$ cat src/hdl/gpio_de_regs.svh
`ifndef GPIO_DE_REGS_SVH
`define GPIO_DE_REGS_SVH

// ----------------------------------------------------------------
// register space, bank-selected
// ----------------------------------------------------------------
`define GPIO_DE_BANK              4'h1
`define GPIO_DE_OFS_UPPER_DIR     8'h12
`define GPIO_DE_OFS_UPPER_DATA    8'h13
`define GPIO_DE_OFS_CTRL_DIR      8'h14
`define GPIO_DE_OFS_CTRL_DATA     8'h15

// ----------------------------------------------------------------
// widths and reset values
// ----------------------------------------------------------------
`define GPIO_DE_UPPER_W           8
`define GPIO_DE_CTRL_W            4
`define GPIO_DE_UPPER_DIR_RST     8'hff
`define GPIO_DE_CTRL_DIR_RST      4'hf

// ----------------------------------------------------------------
// control port bit positions in bus use
// ----------------------------------------------------------------
`define GPIO_DE_BIT_ALE           0
`define GPIO_DE_BIT_OE            1
`define GPIO_DE_BIT_WR            2
`define GPIO_DE_BIT_CAP           3

// ----------------------------------------------------------------
// configuration strap encodings
// ----------------------------------------------------------------
`define GPIO_DE_CFG_PROC          2'h0
`define GPIO_DE_CFG_EXT           2'h1
`define GPIO_DE_CFG_MCU           2'h2
`define GPIO_DE_CFG_PROT          2'h3

`endif

$ cat src/hdl/gpio_de_pkg.sv
package gpio_de_pkg;

    // ----------------------------------------------------------------
    // operating modes chosen by the configuration strap
    // ----------------------------------------------------------------
    typedef enum logic [1:0] {
        MODE_PROCESSOR,
        MODE_EXT_CONTROLLER,
        MODE_CONTROLLER,
        MODE_PROT_CONTROLLER
    } cfg_mode_e;

    typedef logic [7:0] reg_byte_t;

endpackage

$ cat src/hdl/bus_muxed_gpio_ports_d_e.sv
// Contract
// RQ1: upper direction one makes pin input
// RQ2: upper direction zero drives pin from latch
// RQ3: upper data reads pins, writes latch
// RQ4: bus mode: upper pins carry bus 15:8
// RQ5: processor/extended modes hand pins to bus
// RQ6: other modes: upper pins are plain I/O
// RQ7: control port has four bidirectional pins
// RQ8: control direction one input, zero output
// RQ9: control data reads pins, writes latch
// RQ10: bus mode supplies latch, read, write strobes
// RQ11: read and write strobes are active low
// RQ12: strobes on control bits 0,1,2
// RQ13: fourth control pin never taken by bus
// RQ14: non-bus modes: control bits 2:0 are I/O
// RQ15: every reset sets upper direction all ones
// RQ16: software selects bank 1 before access
// RQ17: unused control register bits read zero
// RQ18: latches undefined at power-on, kept otherwise
`timescale 1ns/1ps
`default_nettype none
`include "gpio_de_regs.svh"

module bus_muxed_gpio_ports_d_e
    import gpio_de_pkg::*;
(
    input  wire logic       clk,
    input  wire logic       rst_n,
    input  wire logic       warmRstReq,
    input  wire logic [1:0] cfgMode,
    input  wire logic [3:0] bankSel,
    input  wire logic [7:0] regAddr,
    input  wire logic       regWrEn,
    input  wire logic       regRdEn,
    input  wire logic [7:0] regWrData,
    output var  logic [7:0] regRdData,
    input  wire logic [7:0] busUpperOut,
    input  wire logic       busUpperOe,
    output var  logic [7:0] busUpperIn,
    input  wire logic       busAle,
    input  wire logic       busOeN,
    input  wire logic       busWrN,
    output var  logic       busModeActive,
    output var  logic       fourthCaptureInput,
    input  wire logic [7:0] upperPinIn,
    output var  logic [7:0] upperPinOut,
    output var  logic [7:0] upperPinOe,
    input  wire logic [3:0] ctrlPinIn,
    output var  logic [3:0] ctrlPinOut,
    output var  logic [3:0] ctrlPinOe
);

    // ----------------------------------------------------------------
    // reset release
    // ----------------------------------------------------------------
    logic [1:0] rstPipe_ff;
    logic       rstSync_n;

    always_ff @(posedge clk or negedge rst_n) begin
        if (!rst_n) begin
            rstPipe_ff <= 2'b00;
        end else begin
            rstPipe_ff <= {rstPipe_ff[0], 1'b1};
        end
    end

    assign rstSync_n = rstPipe_ff[1];

    // ----------------------------------------------------------------
    // configuration strap
    // ----------------------------------------------------------------
    function automatic cfg_mode_e decodeMode(input logic [1:0] code);
        cfg_mode_e m;
        m = MODE_CONTROLLER;
        case (code)
            `GPIO_DE_CFG_PROC: m = MODE_PROCESSOR;
            `GPIO_DE_CFG_EXT:  m = MODE_EXT_CONTROLLER;
            `GPIO_DE_CFG_MCU:  m = MODE_CONTROLLER;
            `GPIO_DE_CFG_PROT: m = MODE_PROT_CONTROLLER;
            default:           m = MODE_CONTROLLER;
        endcase
        return m;
    endfunction

    cfg_mode_e mode_ff;
    logic      modeTaken_ff;
    logic      busMode;

    // strap is caught once, on the first edge after release; it is
    // a power-up setting, so later changes on the input are ignored
    always_ff @(posedge clk or negedge rstSync_n) begin
        if (!rstSync_n) begin
            mode_ff      <= MODE_CONTROLLER;
            modeTaken_ff <= 1'b0;
        end else if (!modeTaken_ff) begin
            mode_ff      <= decodeMode(cfgMode);
            modeTaken_ff <= 1'b1;
        end
    end

    // RQ5 bus mode select
    assign busMode = modeTaken_ff &&
                     ((mode_ff == MODE_PROCESSOR) || (mode_ff == MODE_EXT_CONTROLLER));

    // ----------------------------------------------------------------
    // pin input capture
    // ----------------------------------------------------------------
    logic [7:0] upperLevel;
    logic [3:0] ctrlLevel;
    logic [11:0] allLevel;

    pin_sync3 #(
        .WIDTH (12)
    ) u_pin_sync (
        .clk       (clk),
        .rstSync_n (rstSync_n),
        .pinRaw    ({ctrlPinIn, upperPinIn}),
        .pinLevel  (allLevel)
    );

    assign upperLevel = allLevel[7:0];
    assign ctrlLevel  = allLevel[11:8];

    // ----------------------------------------------------------------
    // register decode
    // ----------------------------------------------------------------
    logic bankHit;
    logic selUpperDir;
    logic selUpperData;
    logic selCtrlDir;
    logic selCtrlData;
    logic anySel;

    // RQ16 bank one gate
    assign bankHit      = (bankSel == `GPIO_DE_BANK);
    assign selUpperDir  = bankHit && (regAddr == `GPIO_DE_OFS_UPPER_DIR);
    assign selUpperData = bankHit && (regAddr == `GPIO_DE_OFS_UPPER_DATA);
    assign selCtrlDir   = bankHit && (regAddr == `GPIO_DE_OFS_CTRL_DIR);
    assign selCtrlData  = bankHit && (regAddr == `GPIO_DE_OFS_CTRL_DATA);
    assign anySel       = selUpperDir | selUpperData | selCtrlDir | selCtrlData;

    // ----------------------------------------------------------------
    // direction registers
    // ----------------------------------------------------------------
    logic [7:0] upperDir_ff;
    logic [3:0] ctrlDir_ff;
    logic [7:0] nxt_upperDir;
    logic [3:0] nxt_ctrlDir;

    // RQ15 all resets restore inputs
    assign nxt_upperDir = warmRstReq ? `GPIO_DE_UPPER_DIR_RST :
                          (regWrEn && selUpperDir) ? regWrData : upperDir_ff;
    assign nxt_ctrlDir  = warmRstReq ? `GPIO_DE_CTRL_DIR_RST :
                          (regWrEn && selCtrlDir) ? regWrData[3:0] : ctrlDir_ff;

    always_ff @(posedge clk or negedge rstSync_n) begin
        if (!rstSync_n) begin
            upperDir_ff <= `GPIO_DE_UPPER_DIR_RST;
            ctrlDir_ff  <= `GPIO_DE_CTRL_DIR_RST;
        end else begin
            upperDir_ff <= nxt_upperDir;
            ctrlDir_ff  <= nxt_ctrlDir;
        end
    end

    // ----------------------------------------------------------------
    // output latches
    // ----------------------------------------------------------------
    logic [7:0] upperLatch_ff;
    logic [3:0] ctrlLatch_ff;
    logic [7:0] nxt_upperLatch;
    logic [3:0] nxt_ctrlLatch;

    // RQ3 write hits latch only
    assign nxt_upperLatch = (regWrEn && selUpperData) ? regWrData : upperLatch_ff;
    // RQ9 control latch load
    assign nxt_ctrlLatch  = (regWrEn && selCtrlData) ? regWrData[3:0] : ctrlLatch_ff;

    // RQ18 latches carry no reset
    // no reset here on purpose: contents are unknown after power-up
    // and survive any warm reset; latch-fed pins stay inputs until direction is written
    always_ff @(posedge clk) begin
        upperLatch_ff <= nxt_upperLatch;
        ctrlLatch_ff  <= nxt_ctrlLatch;
    end

    // ----------------------------------------------------------------
    // pin drive selection
    // ----------------------------------------------------------------
    logic [7:0] nxt_upperOut;
    logic [7:0] nxt_upperOe;
    logic [3:0] nxt_ctrlOut;
    logic [3:0] nxt_ctrlOe;
    logic [2:0] strobeBits;

    // RQ1 direction one releases pin
    // RQ2 direction zero drives latch
    // RQ4 bus byte on upper pins
    // RQ6 plain I/O otherwise
    assign nxt_upperOut = busMode ? busUpperOut : upperLatch_ff;
    assign nxt_upperOe  = busMode ? {8{busUpperOe}} : ~upperDir_ff;

    // RQ10 bus strobes supplied
    // RQ11 active low read, write
    // RQ12 strobe bit placement
    assign strobeBits[`GPIO_DE_BIT_ALE] = busAle;
    assign strobeBits[`GPIO_DE_BIT_OE]  = busOeN;
    assign strobeBits[`GPIO_DE_BIT_WR]  = busWrN;

    // RQ7 four control pins
    // RQ8 control direction sense
    // RQ13 fourth pin stays I/O
    // RQ14 low pins plain I/O
    assign nxt_ctrlOut = busMode ? {ctrlLatch_ff[`GPIO_DE_BIT_CAP], strobeBits} : ctrlLatch_ff;
    assign nxt_ctrlOe  = busMode ? {~ctrlDir_ff[`GPIO_DE_BIT_CAP], 3'b111} : ~ctrlDir_ff;

    // every pin output is registered, so it lags its cause by one
    // edge; the oe reset of zero keeps unknown latches off the pins
    always_ff @(posedge clk or negedge rstSync_n) begin
        if (!rstSync_n) begin
            upperPinOut <= 8'h00;
            upperPinOe  <= 8'h00;
            ctrlPinOut  <= 4'h0;
            ctrlPinOe   <= 4'h0;
        end else begin
            upperPinOut <= nxt_upperOut;
            upperPinOe  <= nxt_upperOe;
            ctrlPinOut  <= nxt_ctrlOut;
            ctrlPinOe   <= nxt_ctrlOe;
        end
    end

    // ----------------------------------------------------------------
    // bus and capture side outputs
    // ----------------------------------------------------------------
    always_ff @(posedge clk or negedge rstSync_n) begin
        if (!rstSync_n) begin
            busUpperIn         <= 8'h00;
            busModeActive      <= 1'b0;
            fourthCaptureInput <= 1'b0;
        end else begin
            busUpperIn         <= upperLevel;
            busModeActive      <= busMode;
            fourthCaptureInput <= ctrlLevel[`GPIO_DE_BIT_CAP];
        end
    end

    // ----------------------------------------------------------------
    // read path
    // ----------------------------------------------------------------
    logic [7:0] rdMux;
    logic [7:0] nxt_rdData;

    // RQ3 read returns pins
    // RQ9 control read returns pins
    // RQ17 upper nibble reads zero
    assign rdMux = selUpperDir  ? upperDir_ff :
                   selUpperData ? upperLevel :
                   selCtrlDir   ? {4'h0, ctrlDir_ff} :
                   selCtrlData  ? {4'h0, ctrlLevel} : 8'h00;

    // unmapped or wrong-bank reads return zero; data holds until
    // the next read so the core may sample it late
    assign nxt_rdData = regRdEn ? (anySel ? rdMux : 8'h00) : regRdData;

    always_ff @(posedge clk or negedge rstSync_n) begin
        if (!rstSync_n) begin
            regRdData <= 8'h00;
        end else begin
            regRdData <= nxt_rdData;
        end
    end

endmodule

`default_nettype wire

$ cat src/hdl/pin_sync3.sv
`timescale 1ns/1ps
`default_nettype none

module pin_sync3 #(
    parameter int WIDTH = 8
) (
    input  wire logic             clk,
    input  wire logic             rstSync_n,
    input  wire logic [WIDTH-1:0] pinRaw,
    output var  logic [WIDTH-1:0] pinLevel
);

    // ----------------------------------------------------------------
    // three stage capture, first stage feeds only the second
    // ----------------------------------------------------------------
    logic [WIDTH-1:0] stage1_ff;
    logic [WIDTH-1:0] stage2_ff;
    logic [WIDTH-1:0] stage3_ff;
    logic [WIDTH-1:0] level_ff;
    logic [WIDTH-1:0] nxt_level;

    // a bit only moves once two settled stages agree
    assign nxt_level = (stage2_ff & stage3_ff) | (level_ff & (stage2_ff ^ stage3_ff));

    always_ff @(posedge clk or negedge rstSync_n) begin
        if (!rstSync_n) begin
            stage1_ff <= '0;
            stage2_ff <= '0;
            stage3_ff <= '0;
            level_ff  <= '0;
        end else begin
            stage1_ff <= pinRaw;
            stage2_ff <= stage1_ff;
            stage3_ff <= stage2_ff;
            level_ff  <= nxt_level;
        end
    end

    assign pinLevel = level_ff;

endmodule

`default_nettype wire

$ cat config.mk
export PLATFORM = sky130hd
export DESIGN_NAME = bus_muxed_gpio_ports_d_e
export DESIGN_NICKNAME = d
export VERILOG_FILES = /design/src/hdl/gpio_de_pkg.sv /design/src/hdl/bus_muxed_gpio_ports_d_e.sv /design/src/hdl/pin_sync3.sv
export VERILOG_INCLUDE_DIRS = /design/src /design/src/hdl
export SDC_FILE = /design/constraint.sdc
export NUM_CORES = 1
export LEC_CHECK = 0
export CORE_MARGIN = 10
export CORE_UTILIZATION = 54
export CTS_BUF_LIST = sky130_fd_sc_hd__clkbuf_2
export CTS_CLUSTER_DIAMETER = 40
export CTS_CLUSTER_SIZE = 12
export DETAILED_ROUTE_END_ITERATION = 12
export DONT_BUFFER_PORTS = 1
export HOLD_SLACK_MARGIN = 0.06
export MAX_ROUTING_LAYER = met4
export PLACE_DENSITY_LB_ADDON = 0.25
export SLEW_MARGIN = 20
export SYNTH_ARGS = -nofsm -noshare
export SYNTH_HDL_FRONTEND = slang
export SYNTH_SLANG_ARGS = --single-unit
$ cat constraint.sdc
create_clock -name clk -period 3.8 [get_ports clk]
set_clock_uncertainty 0.05 [all_clocks]
set_input_delay 0.38 -clock clk [delete_from_list [all_inputs] [get_ports clk]]
set_output_delay 0.38 -clock clk [all_outputs]
set_load 0.03 [all_outputs]
# ---- Word level (Yosys, flattened, before mapping)
# Cells that the tools add are included.
dict set report totals {
  regBits 119
  word_cells 66
}
dict set report op_classes {
  eq_ne 9
  mux 14
  n_bitwise 10
  n_reduce_logical 14
}
# cell n
set op_table {}
lappend op_table {{8-bit 2-to-1 mux} 7}
lappend op_table {{8-bit by 5-bit equality test with 1-bit output, second input constant} 4}
lappend op_table {{12-bit AND} 2}
lappend op_table {{4-bit 2-to-1 mux} 5}
lappend op_table {{12-bit OR} 1}
lappend op_table {{12-bit XOR} 1}
lappend op_table {{1-bit logical AND} 9}
lappend op_table {{8-bit inverter} 1}
lappend op_table {{2-bit case mux with 4 select lines} 1}
lappend op_table {{2-bit by 1-bit equality test with 1-bit output, second input constant} 2}
lappend op_table {{2-bit equality test, second input constant} 2}
lappend op_table {{4-bit by 1-bit equality test with 1-bit output, second input constant} 1}
lappend op_table {{2-bit zero test} 2}
lappend op_table {{4-bit inverter} 1}
lappend op_table {{2-bit nonzero test} 2}
lappend op_table {{3-bit 2-to-1 mux} 1}
lappend op_table {{1-bit OR} 3}
lappend op_table {{1-bit logical OR} 1}
lappend op_table {{1-bit inverter} 1}

# ---- Logic depth before layout (Yosys ltp)
dict set report depth {
  depth_word 7
  ltp_mapped 6
  mapped_depth_nobuf 4
}

# ---- Hierarchy
# A second synthesis with hierarchy kept.
dict set report hier_totals {
  hier_cells 283
  hier_area_um2 4092.7
}
# mod n_inst cells_each area_each_um2 seq_area_each_um2
set modules_own_cells {}
lappend modules_own_cells {bus_muxed_gpio_ports_d_e 1 211 2651.3 1828.0}
lappend modules_own_cells {pin_sync3 1 72 1441.4 1201.2}

# ---- Worst setup path before layout
# No wires, ideal clock.
dict set report synth_path {
  path_type {input to register}
  startpoint {in bankSel[1]}
  endpoint {reg regRdData[3]}
  setup_time_ps 101
  t_arrival_ps 1549
  setup_slack_ps 2100
  stages 4
  path_buffers 0
  cell_sequence {or4b_4 -> nor4b_4 -> a211oi_1 -> o32ai_1}
}
dict set report synth_via {
  elab_chain_cells 7
}
# item line_no
set synth_rtl {}
lappend synth_rtl {{start, declared} bus_muxed_gpio_ports_d_e.sv:31} ;# input wire logic [3:0] bankSel,
lappend synth_rtl {{4-bit by 1-bit equality test with 1-bit output (no source line) (*)} -}
lappend synth_rtl {{1-bit logical AND} bus_muxed_gpio_ports_d_e.sv:139} ;# assign selCtrlData = bankHit && (regAddr == `GPIO_DE_OFS_CTRL_DATA);
lappend synth_rtl {{4-bit 2-to-1 mux} bus_muxed_gpio_ports_d_e.sv:260} ;# selCtrlData ? {4'h0, ctrlLevel} : 8'h00;
lappend synth_rtl {{4-bit 2-to-1 mux} bus_muxed_gpio_ports_d_e.sv:259} ;# selCtrlDir ? {4'h0, ctrlDir_ff} :
lappend synth_rtl {{8-bit 2-to-1 mux} bus_muxed_gpio_ports_d_e.sv:258} ;# selUpperData ? upperLevel :
lappend synth_rtl {{8-bit 2-to-1 mux} bus_muxed_gpio_ports_d_e.sv:257} ;# assign rdMux = selUpperDir ? upperDir_ff :
lappend synth_rtl {{8-bit 2-to-1 mux (*)} bus_muxed_gpio_ports_d_e.sv:264} ;# assign nxt_rdData = regRdEn ? (anySel ? rdMux : 8'h00) : regRdData;
lappend synth_rtl {{end signal, assigned} bus_muxed_gpio_ports_d_e.sv:270} ;# regRdData <= nxt_rdData;
lappend synth_rtl {{end, declared} bus_muxed_gpio_ports_d_e.sv:36} ;# output var logic [7:0] regRdData,
# Mark *: on every way between the ends. The rest lies on a longest branch, timed or not.
# A chain may end at the register's enable or synchronous reset.

# ---- Worst setup path after layout
dict set report layout_path {
  startpoint {in regAddr[5]}
  endpoint {reg regRdData[0]}
}
dict set report layout_via {
  elab_chain_cells 7
}
# item line_no
set layout_rtl {}
lappend layout_rtl {{start, declared} bus_muxed_gpio_ports_d_e.sv:32} ;# input wire logic [7:0] regAddr,
lappend layout_rtl {{8-bit by 5-bit equality test with 1-bit output (no source line)} -}
lappend layout_rtl {{1-bit logical AND} bus_muxed_gpio_ports_d_e.sv:139}
lappend layout_rtl {{4-bit 2-to-1 mux} bus_muxed_gpio_ports_d_e.sv:260}
lappend layout_rtl {{4-bit 2-to-1 mux} bus_muxed_gpio_ports_d_e.sv:259}
lappend layout_rtl {{8-bit 2-to-1 mux} bus_muxed_gpio_ports_d_e.sv:258}
lappend layout_rtl {{8-bit 2-to-1 mux} bus_muxed_gpio_ports_d_e.sv:257}
lappend layout_rtl {{8-bit 2-to-1 mux (*)} bus_muxed_gpio_ports_d_e.sv:264}
# Marks and branches as above.

==> flow_summary.ini <==
[setup_path]
r2r_slack_ns = 1.94
critPathMaxStageDelay_ns = 0.65
start_kind = primary input
reg2reg_depth = 4
reg2reg_to = regRdData[2]
slowest_stage = dlygate4sd3_1
path_cells = dlygate4sd3_1 > nor4b_4 > dlygate4sd3_1 > o2111ai_1 > dlygate4sd3_1 > o32ai_1 > dlygate4sd3_1
required_ns = 4.32
worstSetupEndpointType = flip-flop
path_class = in2reg
critPathArrivalTime_ns = 3.68
cpMostUsedCell = dlygate4sd3_1
r2r_start = ctrlDir_ff[2]
cp_max_fo = 4

[worst_hold_path]
hold_class = in2reg
hold_path_end = regRdData[1]
hp-start = regAddr[3]
hold_depth = 3

[sta]
hold_viol_final = 0
tns_ns = 0
fin_crit_sh = 0.8317
setup_viol = 0
rsz0062_at_grt = no
slew_viol_final = 0
relSlewSlack = 0.5084
worst_pin_slew_ns = 0.7346
period_minus_slack_ns = 3.161
setup_slack_ns = 0.6394
hold_slack_ns = 0.1272
timing.fmax_mhz = 316.4

[cells_and_area]
nFillCells = 529
syn_to_final_growth_pct = 19.15
num_antenna_cells = 0
drive_above_1_share = 0.1390
num-nets-final = 424
finalNonFillerCells = 473

[outcome]
outcome = complete, no violations

[synth]
netlist_top_cells_count = dfrtp_1, nand2_1, nor2_1
syn_inst = 303
synth.most_common_cell = dfrtp_1
synthFlopType = dfrtp_1
synth.avg_cell_area_um2 = 13.75
synthArstFlopShare = 0.8983
synth_largest_area_cell = dfrtp_1
ys_warn_count = 0
yosysSeqAreaShare = 0.7268
synth_top_area_share = 0.5584
yosys-top-cells-area = dfrtp_1, edfxtp_1, dfstp_2, nand2_1, ha_1
ys_types = 37
synth-edff-count = 12
netlist_area_mm2 = 0.004168
ys_seq_elements = 118

[routing]
drc_errors = 0
drt_wl_total_mm = 8.367
routed.top_layer = met4
wl_per_cell_um = 17.69
drtPass1Iterations = 5
route.met3.wl_um = 923
ant_nets = 0
drtIter0Drc = 133
vias = 2444
vias_per_cell = 5.167
met1_length_mm = 3.475
wl_met2_mm = 3.892

[global_routing]
track_usage = 0.1563
overflow = 0
grt_pass1_vias = 2582
antenna_found_initial = 0
grt_pass1_wl_mm = 13.58
grt_max_degree = 43

[clock_tree]
cts_tree = built
clk_pin_slew_ns = 0.16
clockBufferDepth = 2
cts_buffers = 17
post_cts_resized = 0
clock-sinks = 118
cts_root_buf = clkbuf_2
clk_latency_ns = 0.63
postCtsSetupRepairBufs = 0
htree_levels = 4

[pwr]
peakVddDrop_v = 0.0003935
p_leak_uw = 0.002345
power.density_mw_per_mm2 = 473.4
power.total_uw = 2351

[placement]
place_inst = 394
portBuffers = 0
dpl.hpwl_mm = 5.729
place_ws_ns = 1.771
gp_congestion = 0.7715

[die]
ios = 93
start_util = 0.5655
die_h_um = 107.9
dieArea_mm2 = 0.01163
rows = 31
dieWidth_um = 107.9
core_area_mm2 = 0.007370

[job]
maxCapViolCount = 0
[worst max-delay path by stage]
stage	cells after the start	to	slack, ns	start
6_report	7	regRdData[0]	0.64	regAddr[5]
5_1_grt	7	regRdData[0]	0.60	regAddr[5]
4_1_cts	7	regRdData[0]	0.77	regAddr[5]
3_5_place_dp	3	upperLatch_ff[4]	1.77	bankSel[1]
3_3_place_gp	3	upperLatch_ff[5]	1.80	bankSel[1]
2_1_floorplan	0	busModeActive	0.60	rstPipe_ff[1]
[registers in the layout, summed over array words and instances (netlist names), 8 cells and up]
name / flops
upperLatch_ff: 8
u_pin_sync.pinLevel: 12
upperPinOe: 8
upperPinOut: 8
busUpperIn: 8
u_pin_sync.stage3_ff: 12
regRdData: 8
upperDir_ff: 8
u_pin_sync.stage2_ff: 12
u_pin_sync.stage1_ff: 12
[worst max-delay path: cells and delay by family]
family	cells	cell delay, ns
buffers and inverters	4	2.46
AOI/OAI and AO/OA	2	0.44
and+or+nand+nor	1	0.39
[repair_timing]
item / in CTS / in global routing
endpoints found under the setup margin: 0 / 0
hold buffers: 46 / 1
endpoints found under the hold margin: 70 / 1
[cell families (layout without fill, tap and decap cells)]
kind of cell | Yosys count | count (layout) | synth area share
flip-flops | 118 | 118 | 0.7268
AND/OR/NAND/NOR | 88 | 88 | 0.1069
AO/OA/AOI/OAI | 45 | 45 | 0.07655
buffers and inverters | 30 | 100 | 0.03092
adder cells (fa/ha/maj) | 12 | 12 | 0.03602
multiplexers | 9 | 9 | 0.02192
other | 1 | 2 | 0.0008998
[through the flow]
stage / instance area, um^2 / utilization
6_report: 4966 / 0.6739
5_1_grt: 4966 / 0.6739
4_1_cts: 4956 / 0.6725
3_5_place_dp: 4260 / 0.5781
3_3_place_gp: 4260 / 0.5781
2_1_floorplan: 4172 / -
[final cells by class]
type | instances | area (um^2) | area share
timing repair buffer | 50 | 493.0 | 0.09927
tap | 99 | 123.9 | 0.02494
sequential | 118 | 3033 | 0.6107
inverter | 18 | 67.56 | 0.01361
multi-input combinational | 156 | 1013 | 0.2041
clock buffer | 19 | 95.09 | 0.01915
clock inverter | 13 | 140.1 | 0.02822
[metal layers]
metal	GRT usage	up-vias
met5	-	-
met4	0.06107	0
met2	0.2303	116
met3	0.07665	8
met1	0.1797	1180
li1	-	1140
[report_power, final]
group / internal (uW) / leakage [uW] / total [uW] / switching, uW
Clock: 360 / 0.000154 / 790 / 430
Sequential: 1340 / 0.00138 / 1430 / 95.2
Combinational: 65.0 / 0.000810 / 129 / 64.0
Total: 1760 / 0.00234 / 2350 / 589
[layout by cell type (no fill, tap or decap), types with 3 or more instances in the layout]
master / synthesis / layout
a211o_1: 8 / 8
a211oi_1: 4 / 4
a21o_1: 12 / 12
buf_4: 2 / 3
bufinv_16: 0 / 3
clkbuf_2: 0 / 19
clkinv_1: 0 / 3
clkinv_2: 0 / 6
dfrtp_1: 93 / 92
dfstp_2: 13 / 13
dlygate4sd3_1: 0 / 47
edfxtp_1: 12 / 12
ha_1: 12 / 12
inv_1: 18 / 18
mux2i_1: 8 / 8
nand2_1: 43 / 43
nor2_1: 25 / 25
nor3b_1: 3 / 3
o21ai_0: 11 / 11
o22ai_1: 4 / 4
o32ai_1: 4 / 4
Power figures use the tool's default switching activity.
